$ cat config.mk
export PLATFORM = sky130hd
export DESIGN_NAME = pra_phase_alarm_top
export DESIGN_NICKNAME = d
export VERILOG_FILES = /design/src/rtl/pra_pkg.sv /design/src/rtl/pra_avg_if.sv /design/src/rtl/pra_phase_avg.sv /design/src/rtl/pra_phase_alarm_top.sv
export SDC_FILE = /design/constraint.sdc
export NUM_CORES = 1
export LEC_CHECK = 0
export ABC_AREA = 1
export BUFFER_PORTS_ARGS = -buffer_cell sky130_fd_sc_hd__buf_2
export CAP_MARGIN = 10
export CORE_ASPECT_RATIO = 1.25
export CORE_MARGIN = 4
export CORE_UTILIZATION = 40
export DETAILED_ROUTE_END_ITERATION = 10
export PLACE_DENSITY_LB_ADDON = 0.3
export SLEW_MARGIN = 40
export SYNTH_ARGS = -nofsm -noshare
export SYNTH_HDL_FRONTEND = slang
export SYNTH_HIERARCHICAL = 1
export SYNTH_SLANG_ARGS = --single-unit
$ cat constraint.sdc
create_clock -name clk -period 3.45 [get_ports clk]
set_input_delay 0.1725 -clock clk [delete_from_list [all_inputs] [get_ports clk]]
set_output_delay 0.1725 -clock clk [all_outputs]
set_load 0.01 [all_outputs]
$ cat src/rtl/pra_pkg.sv
// pra_pkg: register indices, field positions, reset values and timing constants
// of the phase readout / phase alarm timer block.
// assumes a 10 MHz core clock and an apb slave with 32-bit data.
package pra_pkg;

  // printed register offsets are word indices; byte address is four times the index
  localparam int unsigned ADDR_W        = 12;
  localparam logic [7:0]  IDX_PHASE_LO  = 8'h77;
  localparam logic [7:0]  IDX_PHASE_HI  = 8'h78;
  localparam logic [7:0]  IDX_ALM_DELAY = 8'h79;
  localparam logic [7:0]  IDX_CTRL      = 8'h7b;
  localparam logic [7:0]  IDX_INT_STS   = 8'h7c;
  localparam logic [7:0]  IDX_INT_MASK  = 8'h7d;
  localparam logic [7:0]  IDX_ALM_STS   = 8'h7e;

  // reset values
  localparam logic [7:0]  RST_PHASE     = 8'h00;
  localparam logic [7:0]  RST_ALM_DELAY = 8'h32;
  localparam logic [1:0]  RST_CTRL      = 2'h0;
  localparam logic [1:0]  RST_INT       = 2'h0;

  // field positions
  localparam int unsigned DELAY_W       = 6;
  localparam int unsigned CTRL_SRC_BIT  = 0;
  localparam int unsigned CTRL_AUTO_BIT = 1;
  localparam int unsigned INT_ALM_BIT   = 0;
  localparam int unsigned INT_UPD_BIT   = 1;
  localparam int unsigned ALM_BIT       = 0;

  // timing
  localparam longint unsigned CLK_HZ       = 64'd10_000_000;
  localparam longint unsigned ALM_UNIT_S   = 64'd2;
  localparam longint unsigned UNIT_CYCLES  = ALM_UNIT_S * CLK_HZ;
  localparam int unsigned     AVG_SHIFT    = 3;

endpackage

$ cat src/rtl/pra_avg_if.sv
// pra_avg_if: carries selected phase samples into the averager and the mean back out.
// assumes one clock shared by both ends.
`timescale 1ns/100ps
interface pra_avg_if;
  logic        restart;
  logic        in_valid;
  logic [15:0] in_phase;
  logic        out_valid;
  logic [15:0] out_avg;

  modport src (output restart, output in_valid, output in_phase,
               input out_valid, input out_avg);
  modport avg (input restart, input in_valid, input in_phase,
               output out_valid, output out_avg);
endinterface

$ cat src/rtl/pra_phase_avg.sv
// pra_phase_avg: running exponential mean of signed 16-bit phase samples.
// assumes samples arrive as single-cycle valid strobes on the shared clock.
`timescale 1ns/100ps
module pra_phase_avg
  import pra_pkg::*;
#(
  parameter int unsigned SHIFT = AVG_SHIFT
) (
  // clock and reset
  input  wire logic clk,
  input  wire logic rst_n,
  // averaging port
  pra_avg_if.avg    av
);

  logic signed [17:0] acc_q;
  logic signed [17:0] diff;
  logic signed [17:0] acc_d;
  logic               vld_q;

  // two guard bits keep the difference of two full-scale values from wrapping
  always_comb begin
    diff  = 18'(signed'(av.in_phase)) - acc_q;
    acc_d = acc_q + (diff >>> SHIFT);
  end

  always_ff @(posedge clk or negedge rst_n) begin
    if (!rst_n) begin
      acc_q <= '0;
    end else if (av.restart) begin
      acc_q <= '0;
    end else if (av.in_valid) begin
      acc_q <= acc_d;
    end
  end

  always_ff @(posedge clk or negedge rst_n) begin
    if (!rst_n) begin
      vld_q <= 1'b0;
    end else begin
      vld_q <= av.in_valid & ~av.restart;
    end
  end

  assign av.out_avg   = acc_q[15:0];
  assign av.out_valid = vld_q;

  property p_avg_step;
    @(posedge clk) disable iff (!rst_n)
      (av.in_valid && !av.restart) |=> (vld_q && acc_q == $past(acc_d));
  endproperty
  a_avg_step: assert property (p_avg_step) else $error("average step wrong");

endmodule

$ cat src/rtl/pra_phase_alarm_top.sv
// pra_phase_alarm_top: averaged phase readout and phase alarm delay timer behind apb.
// assumes phase samples from both plls and the alarm condition are synchronous to clk.
// Function
// - low byte of averaged phase reads back read-only, reset zero
// - high byte reads separately, reset zero; both form one 16-bit value
// - phase taken from first or second pll as pll_source_select picks
// - phase value averaged before it is offered for readback
// - configurable timeout before alarm is raised; reset value 0x32
// - raised alarm persists until software clear or timeout clear
//
// Chosen here: the APB interface to the registers.
`timescale 1ns/100ps
module pra_phase_alarm_top
  import pra_pkg::*;
#(
  parameter longint unsigned UNIT_CYC = UNIT_CYCLES
) (
  // clock and reset
  input  wire logic              clk,
  input  wire logic              rst_n,
  // apb slave
  input  wire logic              psel,
  input  wire logic              penable,
  input  wire logic              pwrite,
  input  wire logic [ADDR_W-1:0] paddr,
  input  wire logic [31:0]       pwdata,
  output logic      [31:0]       prdata,
  output logic                   pready,
  output logic                   pslverr,
  // phase detectors
  input  wire logic [15:0]       first_digital_pll_phase,
  input  wire logic              first_digital_pll_valid,
  input  wire logic [15:0]       second_digital_pll_phase,
  input  wire logic              second_digital_pll_valid,
  // alarm
  input  wire logic              phase_alarm_cond,
  output logic                   phase_alarm,
  output logic                   irq
);

  localparam int unsigned UCNT_W = $clog2(UNIT_CYC + 1);
  localparam logic [UCNT_W-1:0] UNIT_LAST = UCNT_W'(UNIT_CYC - 1);

  pra_avg_if av_if ();

  logic [31:0]        prdata_q;
  logic               pready_q;
  logic               pslverr_q;
  logic               irq_q;
  logic [1:0]         ctrl_q;
  logic [7:0]         delay_q;
  logic [1:0]         int_sts_q;
  logic [1:0]         int_mask_q;
  logic               alarm_q;
  logic [7:0]         hi_snap_q;
  logic               sel_last_q;
  logic               smp_vld_q;
  logic [15:0]        smp_q;
  logic [UCNT_W-1:0]  ucnt_q;
  logic [DELAY_W-1:0] units_q;

  logic               acc_cyc;
  logic               wr_en;
  logic               rd_en;
  logic [7:0]         idx;
  logic               idx_ok;
  logic               counting;
  logic               unit_tick;
  logic               target_hit;
  logic               alarm_set;
  logic               alarm_auto_clr;
  logic               alarm_sw_clr;
  logic [31:0]        rd_word;

  // register index decode; a misaligned or out-of-map address is refused
  function automatic logic idx_mapped(input logic [ADDR_W-1:0] a);
    logic [7:0] i;
    i = a[9:2];
    return (a[1:0] == 2'h0) && (a[ADDR_W-1:10] == '0) &&
           (i == IDX_PHASE_LO || i == IDX_PHASE_HI || i == IDX_ALM_DELAY ||
            i == IDX_CTRL || i == IDX_INT_STS || i == IDX_INT_MASK || i == IDX_ALM_STS);
  endfunction

  // one wait state: pready rises on the second access cycle, from a flop;
  // a write lands only at the edge where the master sees pready high
  assign acc_cyc = psel & penable & ~pready_q;
  assign idx     = paddr[9:2];
  assign idx_ok  = idx_mapped(paddr);
  assign wr_en   = psel & penable & pready_q & pwrite & idx_ok;
  assign rd_en   = acc_cyc & ~pwrite & idx_ok;

  always_ff @(posedge clk or negedge rst_n) begin
    if (!rst_n) begin
      pready_q  <= 1'b0;
      pslverr_q <= 1'b0;
    end else begin
      pready_q  <= acc_cyc;
      pslverr_q <= acc_cyc & ~idx_ok;
    end
  end

  always_comb begin
    rd_word = 32'h0;
    unique case (idx)
      IDX_PHASE_LO:  rd_word[7:0] = av_if.out_avg[7:0];
      IDX_PHASE_HI:  rd_word[7:0] = hi_snap_q;
      IDX_ALM_DELAY: rd_word[7:0] = delay_q;
      IDX_CTRL:      rd_word[1:0] = ctrl_q;
      IDX_INT_STS:   rd_word[1:0] = int_sts_q;
      IDX_INT_MASK:  rd_word[1:0] = int_mask_q;
      IDX_ALM_STS:   rd_word[ALM_BIT] = alarm_q;
      default:       rd_word = 32'h0;
    endcase
  end

  always_ff @(posedge clk or negedge rst_n) begin
    if (!rst_n) begin
      prdata_q <= 32'h0;
    end else if (rd_en) begin
      prdata_q <= rd_word;
    end else if (acc_cyc) begin
      prdata_q <= 32'h0;
    end
  end

  // reading the low byte freezes the high byte so a two-read pair is coherent
  always_ff @(posedge clk or negedge rst_n) begin
    if (!rst_n) begin
      hi_snap_q <= RST_PHASE;
    end else if (rd_en && idx == IDX_PHASE_LO) begin
      hi_snap_q <= av_if.out_avg[15:8];
    end
  end

  always_ff @(posedge clk or negedge rst_n) begin
    if (!rst_n) begin
      ctrl_q <= RST_CTRL;
    end else if (wr_en && idx == IDX_CTRL) begin
      ctrl_q <= pwdata[1:0];
    end
  end

  // bits 7:6 are not stored and read as zero
  always_ff @(posedge clk or negedge rst_n) begin
    if (!rst_n) begin
      delay_q <= RST_ALM_DELAY;
    end else if (wr_en && idx == IDX_ALM_DELAY) begin
      delay_q <= {2'h0, pwdata[DELAY_W-1:0]};
    end
  end

  always_ff @(posedge clk or negedge rst_n) begin
    if (!rst_n) begin
      int_mask_q <= RST_INT;
    end else if (wr_en && idx == IDX_INT_MASK) begin
      int_mask_q <= pwdata[1:0];
    end
  end

  // source mux is registered; a change of source restarts the mean
  always_ff @(posedge clk or negedge rst_n) begin
    if (!rst_n) begin
      smp_vld_q  <= 1'b0;
      smp_q      <= 16'h0;
      sel_last_q <= 1'b0;
    end else begin
      sel_last_q <= ctrl_q[CTRL_SRC_BIT];
      if (ctrl_q[CTRL_SRC_BIT]) begin
        smp_vld_q <= second_digital_pll_valid;
        smp_q     <= second_digital_pll_phase;
      end else begin
        smp_vld_q <= first_digital_pll_valid;
        smp_q     <= first_digital_pll_phase;
      end
    end
  end

  // signed samples stay two's complement through the mean
  assign av_if.restart  = sel_last_q ^ ctrl_q[CTRL_SRC_BIT];
  assign av_if.in_valid = smp_vld_q;
  assign av_if.in_phase = smp_q;

  pra_phase_avg #(
    .SHIFT (AVG_SHIFT)
  ) u_avg (
    .clk   (clk),
    .rst_n (rst_n),
    .av    (av_if.avg)
  );

  // while armed the timer runs on the condition; once raised it runs only for auto clear
  assign counting   = alarm_q ? ctrl_q[CTRL_AUTO_BIT] : phase_alarm_cond;
  assign unit_tick  = counting && (ucnt_q == UNIT_LAST);
  assign target_hit = counting && (units_q == delay_q[DELAY_W-1:0]);

  always_ff @(posedge clk or negedge rst_n) begin
    if (!rst_n) begin
      ucnt_q  <= '0;
      units_q <= '0;
    end else if (!counting || target_hit || alarm_set) begin
      ucnt_q  <= '0;
      units_q <= '0;
    end else if (unit_tick) begin
      ucnt_q  <= '0;
      units_q <= units_q + 1'b1;
    end else begin
      ucnt_q  <= ucnt_q + 1'b1;
    end
  end

  assign alarm_set      = !alarm_q && phase_alarm_cond && target_hit;
  assign alarm_auto_clr = alarm_q && ctrl_q[CTRL_AUTO_BIT] && target_hit;
  assign alarm_sw_clr   = wr_en && idx == IDX_ALM_STS && pwdata[ALM_BIT];

  // no self re-qualification: only software or the auto clear drops it
  always_ff @(posedge clk or negedge rst_n) begin
    if (!rst_n) begin
      alarm_q <= 1'b0;
    end else if (alarm_set) begin
      alarm_q <= 1'b1;
    end else if (alarm_sw_clr || alarm_auto_clr) begin
      alarm_q <= 1'b0;
    end
  end

  // sticky events, write one to clear; a new event beats a clear in the same cycle
  always_ff @(posedge clk or negedge rst_n) begin
    if (!rst_n) begin
      int_sts_q <= RST_INT;
    end else begin
      for (int i = 0; i < 2; i++) begin
        if ((i == INT_ALM_BIT && alarm_set) || (i == INT_UPD_BIT && av_if.out_valid)) begin
          int_sts_q[i] <= 1'b1;
        end else if (wr_en && idx == IDX_INT_STS && pwdata[i]) begin
          int_sts_q[i] <= 1'b0;
        end
      end
    end
  end

  always_ff @(posedge clk or negedge rst_n) begin
    if (!rst_n) begin
      irq_q <= 1'b0;
    end else begin
      irq_q <= |(int_sts_q & int_mask_q);
    end
  end

  assign prdata      = prdata_q;
  assign pready      = pready_q;
  assign pslverr     = pslverr_q;
  assign irq         = irq_q;
  assign phase_alarm = alarm_q;

  property p_rd_lo;
    @(posedge clk) disable iff (!rst_n)
      (pready_q && !pwrite && !pslverr_q && idx == IDX_PHASE_LO)
        |-> prdata_q == {24'h0, $past(av_if.out_avg[7:0])};
  endproperty
  a_rd_lo: assert property (p_rd_lo) else $error("low phase byte read wrong");

  property p_rd_hi;
    @(posedge clk) disable iff (!rst_n)
      (pready_q && !pwrite && !pslverr_q && idx == IDX_PHASE_HI)
        |-> prdata_q == {24'h0, $past(hi_snap_q)};
  endproperty
  a_rd_hi: assert property (p_rd_hi) else $error("high phase byte read wrong");

  property p_src;
    @(posedge clk) disable iff (!rst_n)
      ##1 (smp_vld_q == ($past(ctrl_q[CTRL_SRC_BIT]) ? $past(second_digital_pll_valid)
                                                     : $past(first_digital_pll_valid)));
  endproperty
  a_src: assert property (p_src) else $error("phase source mux wrong");

  property p_restart;
    @(posedge clk) disable iff (!rst_n)
      $changed(ctrl_q[CTRL_SRC_BIT]) |=> (av_if.out_avg == 16'h0 && !av_if.out_valid);
  endproperty
  a_restart: assert property (p_restart) else $error("mean not restarted");

  property p_delay_top;
    @(posedge clk) disable iff (!rst_n)
      delay_q[7:6] == 2'h0;
  endproperty
  a_delay_top: assert property (p_delay_top) else $error("unused delay bits set");

  property p_raise;
    @(posedge clk) disable iff (!rst_n)
      $rose(alarm_q) |-> ($past(phase_alarm_cond) &&
                          $past(units_q) == $past(delay_q[DELAY_W-1:0]));
  endproperty
  a_raise: assert property (p_raise) else $error("alarm raised early");

  property p_hold;
    @(posedge clk) disable iff (!rst_n)
      (alarm_q && !alarm_sw_clr && !alarm_auto_clr) |=> alarm_q;
  endproperty
  a_hold: assert property (p_hold) else $error("alarm dropped on its own");

  property p_irq;
    @(posedge clk) disable iff (!rst_n)
      ##1 (irq_q == |($past(int_sts_q) & $past(int_mask_q)));
  endproperty
  a_irq: assert property (p_irq) else $error("interrupt level wrong");

  property p_ready;
    @(posedge clk) disable iff (!rst_n)
      (psel && penable && !pready_q) |=> pready_q ##1 !pready_q;
  endproperty
  a_ready: assert property (p_ready) else $error("apb ready timing wrong");

  property p_err;
    @(posedge clk) disable iff (!rst_n)
      pslverr_q |-> (pready_q && !idx_mapped(paddr));
  endproperty
  a_err: assert property (p_err) else $error("error on a mapped address");

  property p_wr_lands;
    @(posedge clk) disable iff (!rst_n)
      $changed(int_mask_q) |-> $past(psel && penable && pready_q && pwrite);
  endproperty
  a_wr_lands: assert property (p_wr_lands) else $error("write landed off the completing edge");

  property p_snap;
    @(posedge clk) disable iff (!rst_n)
      $changed(hi_snap_q) |-> $past(rd_en && idx == IDX_PHASE_LO);
  endproperty
  a_snap: assert property (p_snap) else $error("high byte snapshot moved");

  property p_alm_event;
    @(posedge clk) disable iff (!rst_n)
      $rose(alarm_q) |-> int_sts_q[INT_ALM_BIT];
  endproperty
  a_alm_event: assert property (p_alm_event) else $error("alarm event lost");

  property p_drop;
    @(posedge clk) disable iff (!rst_n)
      $fell(alarm_q) |-> $past(alarm_sw_clr || alarm_auto_clr);
  endproperty
  a_drop: assert property (p_drop) else $error("alarm dropped without a clear");

  c_raise: cover property (@(posedge clk) disable iff (!rst_n) $rose(alarm_q));
  c_auto:  cover property (@(posedge clk) disable iff (!rst_n) alarm_auto_clr);
  c_swap:  cover property (@(posedge clk) disable iff (!rst_n) $changed(ctrl_q[CTRL_SRC_BIT]));
  c_rd_lo: cover property (@(posedge clk) disable iff (!rst_n) rd_en && idx == IDX_PHASE_LO);
  c_sw:    cover property (@(posedge clk) disable iff (!rst_n) alarm_sw_clr);

endmodule

==> reports/summary.log, run 1 <==
qor: status.status finished clean
qor: sta.rsz0062_at_grt false
qor: worst_setup_path.cell_repeated_most_along_the_worst_path nand2_1
qor: clocking.cts_sinks 100
qor: grt.first_pass_grt_wire_length 26900 µm
qor: routing.number_of_design_rule_violations_left_by_the_first_detailed_router_iteration 280
qor: logic_synthesis.synthCells 930
qor: placed_design.gpl.final_weighted_congestion 0.878
qor: finish.antenna-diode-count 0
qor: worst_setup_path.data_arrival_time_at_the_worst_slack_endpoint 3430 ps
qor: placed_design.place_inst 1196
qor: min_path.min_to av_if.in_phase[1]
qor: job.max_cap_viol_count 0
qor: finish.area_growth_syn_to_layout 10.4%
qor: worst_setup_path.worst_setup_path_end_kind register
qor: worst_setup_path.critical_path.startpoint_type register
qor: sta.slew_headroom 53.0%
qor: logic_synthesis.syn_area_per_cell 7.51 µm²
qor: floorplan.rows 53
qor: worst_setup_path.timing.reg2reg.worst_path_depth 22
qor: worst_setup_path.crit_type reg2reg
qor: sta.timing_worst_slew_pin_value 705 ps
qor: min_path.hp-class in2reg
qor: logic_synthesis.area_fraction_of_the_dominant_cell_type_after_synthesis 34.8%
qor: routing.wirelength 15900 µm
qor: grt.grt_pass1_vias 5740
qor: finish.final_net_count 1115
qor: floorplan.floorplan.die_area 19600 µm²
qor: routing.vias 5905
qor: sta.final_report_hold_violation_count 0
qor: logic_synthesis.ys_warn_count 6
qor: routing.routed_via_density 4.84
qor: finish.drive_above_1_share 16.2%
qor: pwr.p_leak 3.93 nW
qor: worst_setup_path.critPathMaxFanout 5
qor: placed_design.dp_hpwl 12500 µm
qor: logic_synthesis.synth.ff_latch_count 100
qor: sta.timing.hold.ws 5.30 ps
qor: clocking.tritoncts built
qor: logic_synthesis.synthesis.area 6980 µm²
qor: routing.drt_pass_1_iters 7
qor: floorplan.dieHeight 156 µm
qor: finish.fillerInstances 1773
qor: min_path.min_from first_digital_pll_phase[1]
qor: min_path.min_path_cells 3
qor: worst_setup_path.critical_path.top_delay_family simple AND/OR/NAND/NOR gates
qor: finish.layout.cells.non_filler 1220
qor: worst_setup_path.reg2reg_to u_avg/acc_q[17]
qor: routing.route.detailed.wl_per_inst 13.0 µm
qor: worst_setup_path.critical_path.max_stage_delay 410 ps
qor: clocking.root_buf_cell clkbuf_16
qor: logic_synthesis.largest_area_contributor_in_the_netlist dfrtp_1
qor: worst_setup_path.reg2reg_setup_slack 270 ps
qor: sta.largest_clock_skew_in_the_final_design 8.48 ps
qor: sta.final_min_period_over_clock_period 92.3%
qor: sta.min_period 3180 ps
qor: floorplan.coreArea 17000 µm²
qor: floorplan.floorplan.die.width 126 µm
qor: grt.grt_usage 16.5%
qor: pwr.powerDensity 825 nW/µm²
qor: grt.antenna_violations_before_repair 0
qor: routing.post-route-drc-count 0
qor: pwr.max-vdd-ir-drop 0.000407 V
qor: clocking.clk-insertion-delay-late 350 ps
qor: floorplan.io-pin-count 120
qor: clocking.clk_pin_slew_worst_paths 70 ps
qor: sta.drv_slew 0
qor: sta.fmaxAchievable 314 MHz
qor: grt.globalRoute.totalOverflow 0
qor: logic_synthesis.ys_top_cells_by_area dfrtp_1 35%, nand2_1 13%, ha_1 6.3%
qor: floorplan.start_util 41.1%
qor: logic_synthesis.synth-seq-area-share 35.9%
qor: routing.drt.antenna.violating_nets 0
qor: clocking.htreeDepth 3
qor: clocking.cts-buffers-inserted 9
qor: sta.finalSetupViolations 0
qor: worst_setup_path.timing.critical_path.cells inv_1 -> ha_1 -> nand2_2 -> inv_1 -> a21oi_2 -> nand3_2 -> a21boi_2 -> o21bai_2 -> nand2_1 -> nand2_1 -> nand2_1 -> nand2_1 -> ha_1 -> nand2_1 -> nor2_1 -> inv_1 -> nor2_1 -> nand4_1 -> nand3_1 -> nand3_1 -> nand3_1 -> nand2_1
qor: worst_setup_path.worst-path-buf-inv 3
qor: logic_synthesis.post_synth_num_cell_types 55
qor: clocking.maximum_root_to_sink_buffer_count 2
qor: grt.grt_max_degree 49
qor: worst_setup_path.cell_at_the_slowest_stage_of_the_critical_path dfrtp_1
qor: worst_setup_path.regToRegStartpoint u_avg/acc_q[8]
qor: sta.tns 0 ps
qor: worst_setup_path.cp_data_required_time 3690 ps
qor: placed_design.place.port_buffers 69
[metrics by stage]
| stage | utilization [%] | power (W) | worst slack [ps] | instance area, µm² |
|---|---|---|---|---|
| global route | 45.4 | 0.00701 | 8.85 | 7710 |
| CTS | 45.0 | 0.00626 | 270 | 7650 |
| floorplan | - | 0.00458 | 697 | 7070 |
| global placement | 43.3 | 0.00519 | 302 | 7350 |
| detailed placement | 43.3 | 0.00523 | 283 | 7350 |
| finish | 45.4 | 0.00636 | 266 | 7710 |
[repair_timing]
action,4_1_cts,5_1_grt
hold endpoints to repair,43,0
setup endpoints to repair,0,4
hold buffers,1,0
setup buffers,0,7
gates resized for setup,0,2
[sequential cells by signal, summed over array words and instances, names as in the netlist]
register and count:
av_if.in_phase 16, av_if.in_valid 1, ctrl_q 2, delay_q 6, hi_snap_q 8, int_mask_q 2, int_sts_q 2, irq 1
phase_alarm 1, prdata 8, pready 1, pslverr 1, sel_last_q 1, u_avg/acc_q 18, u_avg/av.out_valid 1, ucnt_q 25
units_q 6
[power breakdown]
part	internal (W)	leakage [nW]	total (W)	switching [W]
Sequential	0.00131	1.23	0.00144	0.000126
Combinational	0.00150	2.55	0.00391	0.00241
Clock	0.000550	0.146	0.00101	0.000458
Total	0.00336	3.93	0.00636	0.00300
[cells in the mapped netlist, drive strengths merged]
master,n
a211oi,2
a21boi,3
a21o,2
a21oi,41
a221oi,1
a22o,1
a31oi,2
and2,1
buf,45
clkbuf,6
clkinv,2
conb,1
dfrtp,97
dfstp,3
fa,1
ha,35
inv,112
nand2,265
nand3,54
nand3b,1
nand4,8
nor2,98
nor3,21
nor3b,1
nor4,3
o21a,1
o21ai,60
o21bai,10
o22ai,13
o32ai,1
or2,2
xnor2,15
xor2,22
[cell usage in the layout, fill, tap and decap left out, types with 3 or more instances in the layout]
master,Yosys,final
nor2_1,86,86
dfrtp_1,97,97
o21ai_1,15,15
dfstp_2,3,3
nand3_1,48,48
o21ai_2,8,8
clkbuf_16,0,9
nor2_2,8,8
o22ai_1,13,13
nor3_1,19,19
clkbuf_8,1,3
ha_1,35,34
buf_4,41,13
inv_1,109,109
a21oi_1,35,34
inv_2,3,3
nand2_2,17,17
conb_1,1,24
o21bai_1,8,8
nand4_1,8,8
buf_2,1,68
xor2_1,22,22
o21ai_0,37,37
xnor2_1,15,15
a21oi_2,5,6
nand2_1,246,246
nand3_2,4,4
[per-layer routing]
| layer | share of wire [%] | vias up | global-route usage (%) |
|---|---|---|---|
| met5 | 0 | - | 0 |
| met4 | 1.6 | 0 | 5.21 |
| met3 | 3.2 | 16 | 2.50 |
| met2 | 50 | 100 | 28.9 |
| met1 | 45 | 2728 | 21.1 |
| li1 | - | 3061 | - |
[kinds of logic (layout without fill, tap and decap cells)]
| logic type | Yosys count | count (layout) | synth area share [%] |
|---|---|---|---|
| XOR/XNOR | 37 | 37 | 4.64 |
| AO/OA/AOI/OAI | 137 | 137 | 12.0 |
| other | 1 | 24 | 0.0537 |
| flip-flops | 100 | 100 | 35.9 |
| AND/OR/NAND/NOR | 454 | 454 | 29.3 |
| adder cells (fa/ha/maj) | 36 | 36 | 6.56 |
| buffers and inverters | 165 | 212 | 11.6 |
[worst register-to-register path: cells and delay by family (launching register included)]
kind	cells	cell delay [ps]
flops	1	410
simple gates	14	1330
buf+inv	3	200
compound gates	3	450
fa+ha+maj	2	660
[cell type report]
cell class              instances  area, µm²  share of cell area (%)
flip-flops and latches        100       2510                    32.5
multi-input cells             688       3760                    48.8
clock buffers                  13        270                    3.51
clock inverters                 3       18.8                   0.244
well taps                     220        275                    3.57
repair buffers                 82        448                    5.81
inverters                     114        428                    5.55
[how the worst max path moves through the flow]
stage / from / endpoint / slack, ps / cells after the start
6_report: u_avg/acc_q[8] / u_avg/acc_q[17] / 270 / 22
5_1_grt: u_avg/acc_q[8] / u_avg/acc_q[17] / 9 / 22
4_1_cts: u_avg/acc_q[2] / u_avg/acc_q[16] / 270 / 19
3_5_place_dp: u_avg/acc_q[2] / u_avg/acc_q[16] / 280 / 19
3_3_place_gp: u_avg/acc_q[2] / u_avg/acc_q[12] / 300 / 17
2_1_floorplan: u_avg/acc_q[8] / u_avg/acc_q[15] / 700 / 16
No activity file was read; power rests on OpenSTA's default activity.
==> inputs of run 2 (changes only) <==
CORE_ASPECT_RATIO = 0.75   (was 1.25)
REMOVE_ABC_BUFFERS = 1   (was unset)
SETUP_SLACK_MARGIN = 0.5   (was unset)
==> run 2 against run 1 <==
- worst setup slack gained 150 ps
- sequential power is essentially flat
- non-clock buffer count grew 36
- sequential share of layout area shrank 3.1 points
- cell area grew 11%
- wire length grew 16%
- power grew 30%
- flip-flop and latch count is the same
- hold slack gained 7.7 ps
- die area is essentially flat
- critical endpoint unchanged
==> reports/summary.log, run 2 (same netlist as run 1, synthesis figures left out) <==
qor: status.status finished clean
qor: sta.final_min_period_over_clock_period 87.9%
qor: placed_design.detailedPlace.worstSlack 235 ps
qor: routing.number_of_design_rule_violations_left_by_the_first_detailed_router_iteration 519
qor: pwr.max-vdd-ir-drop 0.000577 V
qor: floorplan.floorplan.die_area 19700 µm²
qor: sta.min_period 3030 ps
qor: clocking.cts-buffers-inserted 9
qor: worst_setup_path.critical_path.startpoint_type register
qor: worst_setup_path.timing.critical_path.cells inv_2 -> ha_4 -> a21oi_4 -> o21ai_1 -> a21oi_1 -> nand2_2 -> a21oi_2 -> xnor2_1 -> ha_1 -> nand2_1 -> inv_1 -> nand3_1 -> nor2_2 -> nand4_1 -> nand3_2 -> nand3_1 -> nand3_1 -> nand2_1
qor: finish.area_growth_syn_to_layout 22.1%
qor: job.max_cap_viol_count 0
qor: grt.globalRoute.totalOverflow 0
qor: sta.slew_headroom 60.2%
qor: clocking.maximum_root_to_sink_buffer_count 2
qor: floorplan.rows 41
qor: finish.final_net_count 1151
qor: worst_setup_path.critPathMaxFanout 5
qor: placed_design.dp_hpwl 13200 µm
qor: min_path.hp-class in2reg
qor: grt.grt_usage 18.1%
qor: sta.layout_setup_ws 417 ps
qor: placed_design.place.port_buffers 69
qor: routing.vias 6288
qor: worst_setup_path.crit_type reg2reg
qor: clocking.tritoncts built
qor: finish.fillerInstances 1607
qor: sta.tns 0 ps
qor: floorplan.floorplan.die.width 161 µm
qor: finish.layout_commonest_cell nand2_1
qor: floorplan.start_util 41.1%
qor: grt.grt_pass1_vias 5588
qor: sta.timing_worst_slew_pin_value 597 ps
qor: routing.route.detailed.wl_per_inst 14.5 µm
qor: finish.fin_area 8530 µm²
qor: pwr.total_power 0.00826 W
qor: pwr.p_leak 4.16 nW
qor: sta.final_report_hold_violation_count 0
qor: clocking.htreeDepth 3
qor: finish.layout.cells.most_common_list 226 x nand2_1, 98 x inv_1, 95 x dfrtp_1, 79 x nor2_1, 68 x buf_2
qor: clocking.clk_pin_slew_worst_paths 70 ps
qor: routing.routed_via_density 4.94
qor: finish.largest_reg_flops 25
qor: placed_design.dpl_cell_area 7370 µm²
qor: placed_design.gpl.final_weighted_congestion 0.908
qor: finish.registers.top_by_ff_count ucnt_q
qor: floorplan.dieHeight 122 µm
qor: worst_setup_path.critical_path.max_stage_delay 420 ps
qor: finish.antenna-diode-count 0
qor: finish.drive_above_1_share 27.3%
qor: floorplan.coreArea 17000 µm²
qor: routing.drt.antenna.violating_nets 0
qor: grt.antenna_violations_before_repair 0
qor: grt.first_pass_grt_wire_length 28800 µm
qor: routing.drt_pass_1_iters 5
qor: worst_setup_path.worst_setup_path_end_kind register
qor: routing.wirelength 18400 µm
qor: worst_setup_path.cell_at_the_slowest_stage_of_the_critical_path dfrtp_1
qor: clocking.clk-insertion-delay-late 350 ps
qor: sta.drv_slew 0
qor: sta.largest_clock_skew_in_the_final_design 9.14 ps
qor: sta.finalSetupViolations 0
qor: sta.rsz0062_at_grt true
qor: worst_setup_path.worst-path-buf-inv 2
qor: worst_setup_path.data_arrival_time_at_the_worst_slack_endpoint 3270 ps
qor: pwr.powerDensity 968 nW/µm²
qor: clocking.root_buf_cell clkbuf_16
qor: clocking.cts_sinks 100
qor: sta.fmaxAchievable 330 MHz
qor: worst_setup_path.cp_data_required_time 3690 ps
qor: floorplan.io-pin-count 120
qor: worst_setup_path.critical_path.top_delay_family simple AND/OR/NAND/NOR gates
qor: worst_setup_path.cell_repeated_most_along_the_worst_path nand3_1
qor: routing.post-route-drc-count 0
qor: grt.grt_max_degree 66
[run 2: cell count changes in the layout (fill, tap and decap cells not counted), moves of 14 or more]
cell	before	now
a21oi_1	34	18
buf_4	13	42
ha_1	34	19
ha_4	0	14
nand2_1	246	226
nand2_2	17	34
[run 2: repair_timing]
| action | in CTS | in global routing |
|---|---|---|
| hold buffers | 6 | 0 |
| pin swaps | 12 | 52 |
| endpoints found under the hold margin | 65 | 0 |
| setup endpoints to repair | 11 | 12 |
| setup buffers | 16 | 22 |
| resized for setup | 33 | 86 |
[run 2: path summary, 6_finish.rpt]
| kind | start | endpoint | slack, ps | cells past startpoint |
|---|---|---|---|---|
| min | first_digital_pll_phase[1] | av_if.in_phase[1] | 10 | 3 |
| max reg2reg | u_avg/acc_q[5] | u_avg/acc_q[17] | 420 | 18 |
| min reg2reg | u_avg/av.out_valid | int_sts_q[1] | 430 | 2 |
| max | u_avg/acc_q[5] | u_avg/acc_q[17] | 420 | 18 |
| min in group asynchronous | rst_n | ucnt_q[8] | 380 | 2 |
| max in group asynchronous | rst_n | u_avg/acc_q[11] | 2330 | 3 |
[run 2: through the flow]
| stage | instances | util (%) | hold slack [ps] |
|---|---|---|---|
| 2_1_floorplan | 902 | - | -123 |
| 3_3_place_gp | 1212 | 43.4 | 330 |
| 3_5_place_dp | 1212 | 43.4 | 332 |
| 4_1_cts | 1250 | 47.2 | 0.427 |
| 5_1_grt | 1272 | 50.2 | 12.2 |
| 6_report | 1272 | 50.2 | 13.0 |
[run 2: final cells by class]
type / count / area (µm²) / share of cell area [%]
inverters: 114 / 428 / 5.02
repair buffers: 118 / 738 / 8.66
clock buffers: 11 / 233 / 2.73
well taps: 236 / 295 / 3.46
flip-flops and latches: 100 / 2510 / 29.4
clock inverters: 5 / 60.1 / 0.704
multi-input cells: 688 / 4260 / 50.0
[run 2: worst reg2reg max path, stage by stage (launching register included)]
cell	delay, ps
dfrtp_1	420
inv_2	120
ha_4	240
a21oi_4	170
o21ai_1	70
a21oi_1	180
nand2_2	130
a21oi_2	170
xnor2_1	90
ha_1	350
nand2_1	90
inv_1	100
nand3_1	150
nor2_2	160
nand4_1	150
nand3_2	120
nand3_1	80
nand3_1	80
nand2_1	50
[run 2: layer usage]
metal / GRT usage, % / up-vias / part of all wire (%)
met3: 3.46 / 17 / 5.5
li1: - / 3141 / -
met2: 25.8 / 199 / 43
met4: 3.92 / 0 / 0.99
met1: 28.2 / 2931 / 51
met5: 0 / - / 0
[run 2: power by group]
| group | switching, W | leakage [nW] | internal [W] | total (W) |
|---|---|---|---|---|
| sequential | 0.000127 | 1.23 | 0.00131 | 0.00144 |
| combinational | 0.00334 | 2.79 | 0.00245 | 0.00579 |
| clock | 0.000461 | 0.140 | 0.000566 | 0.00103 |
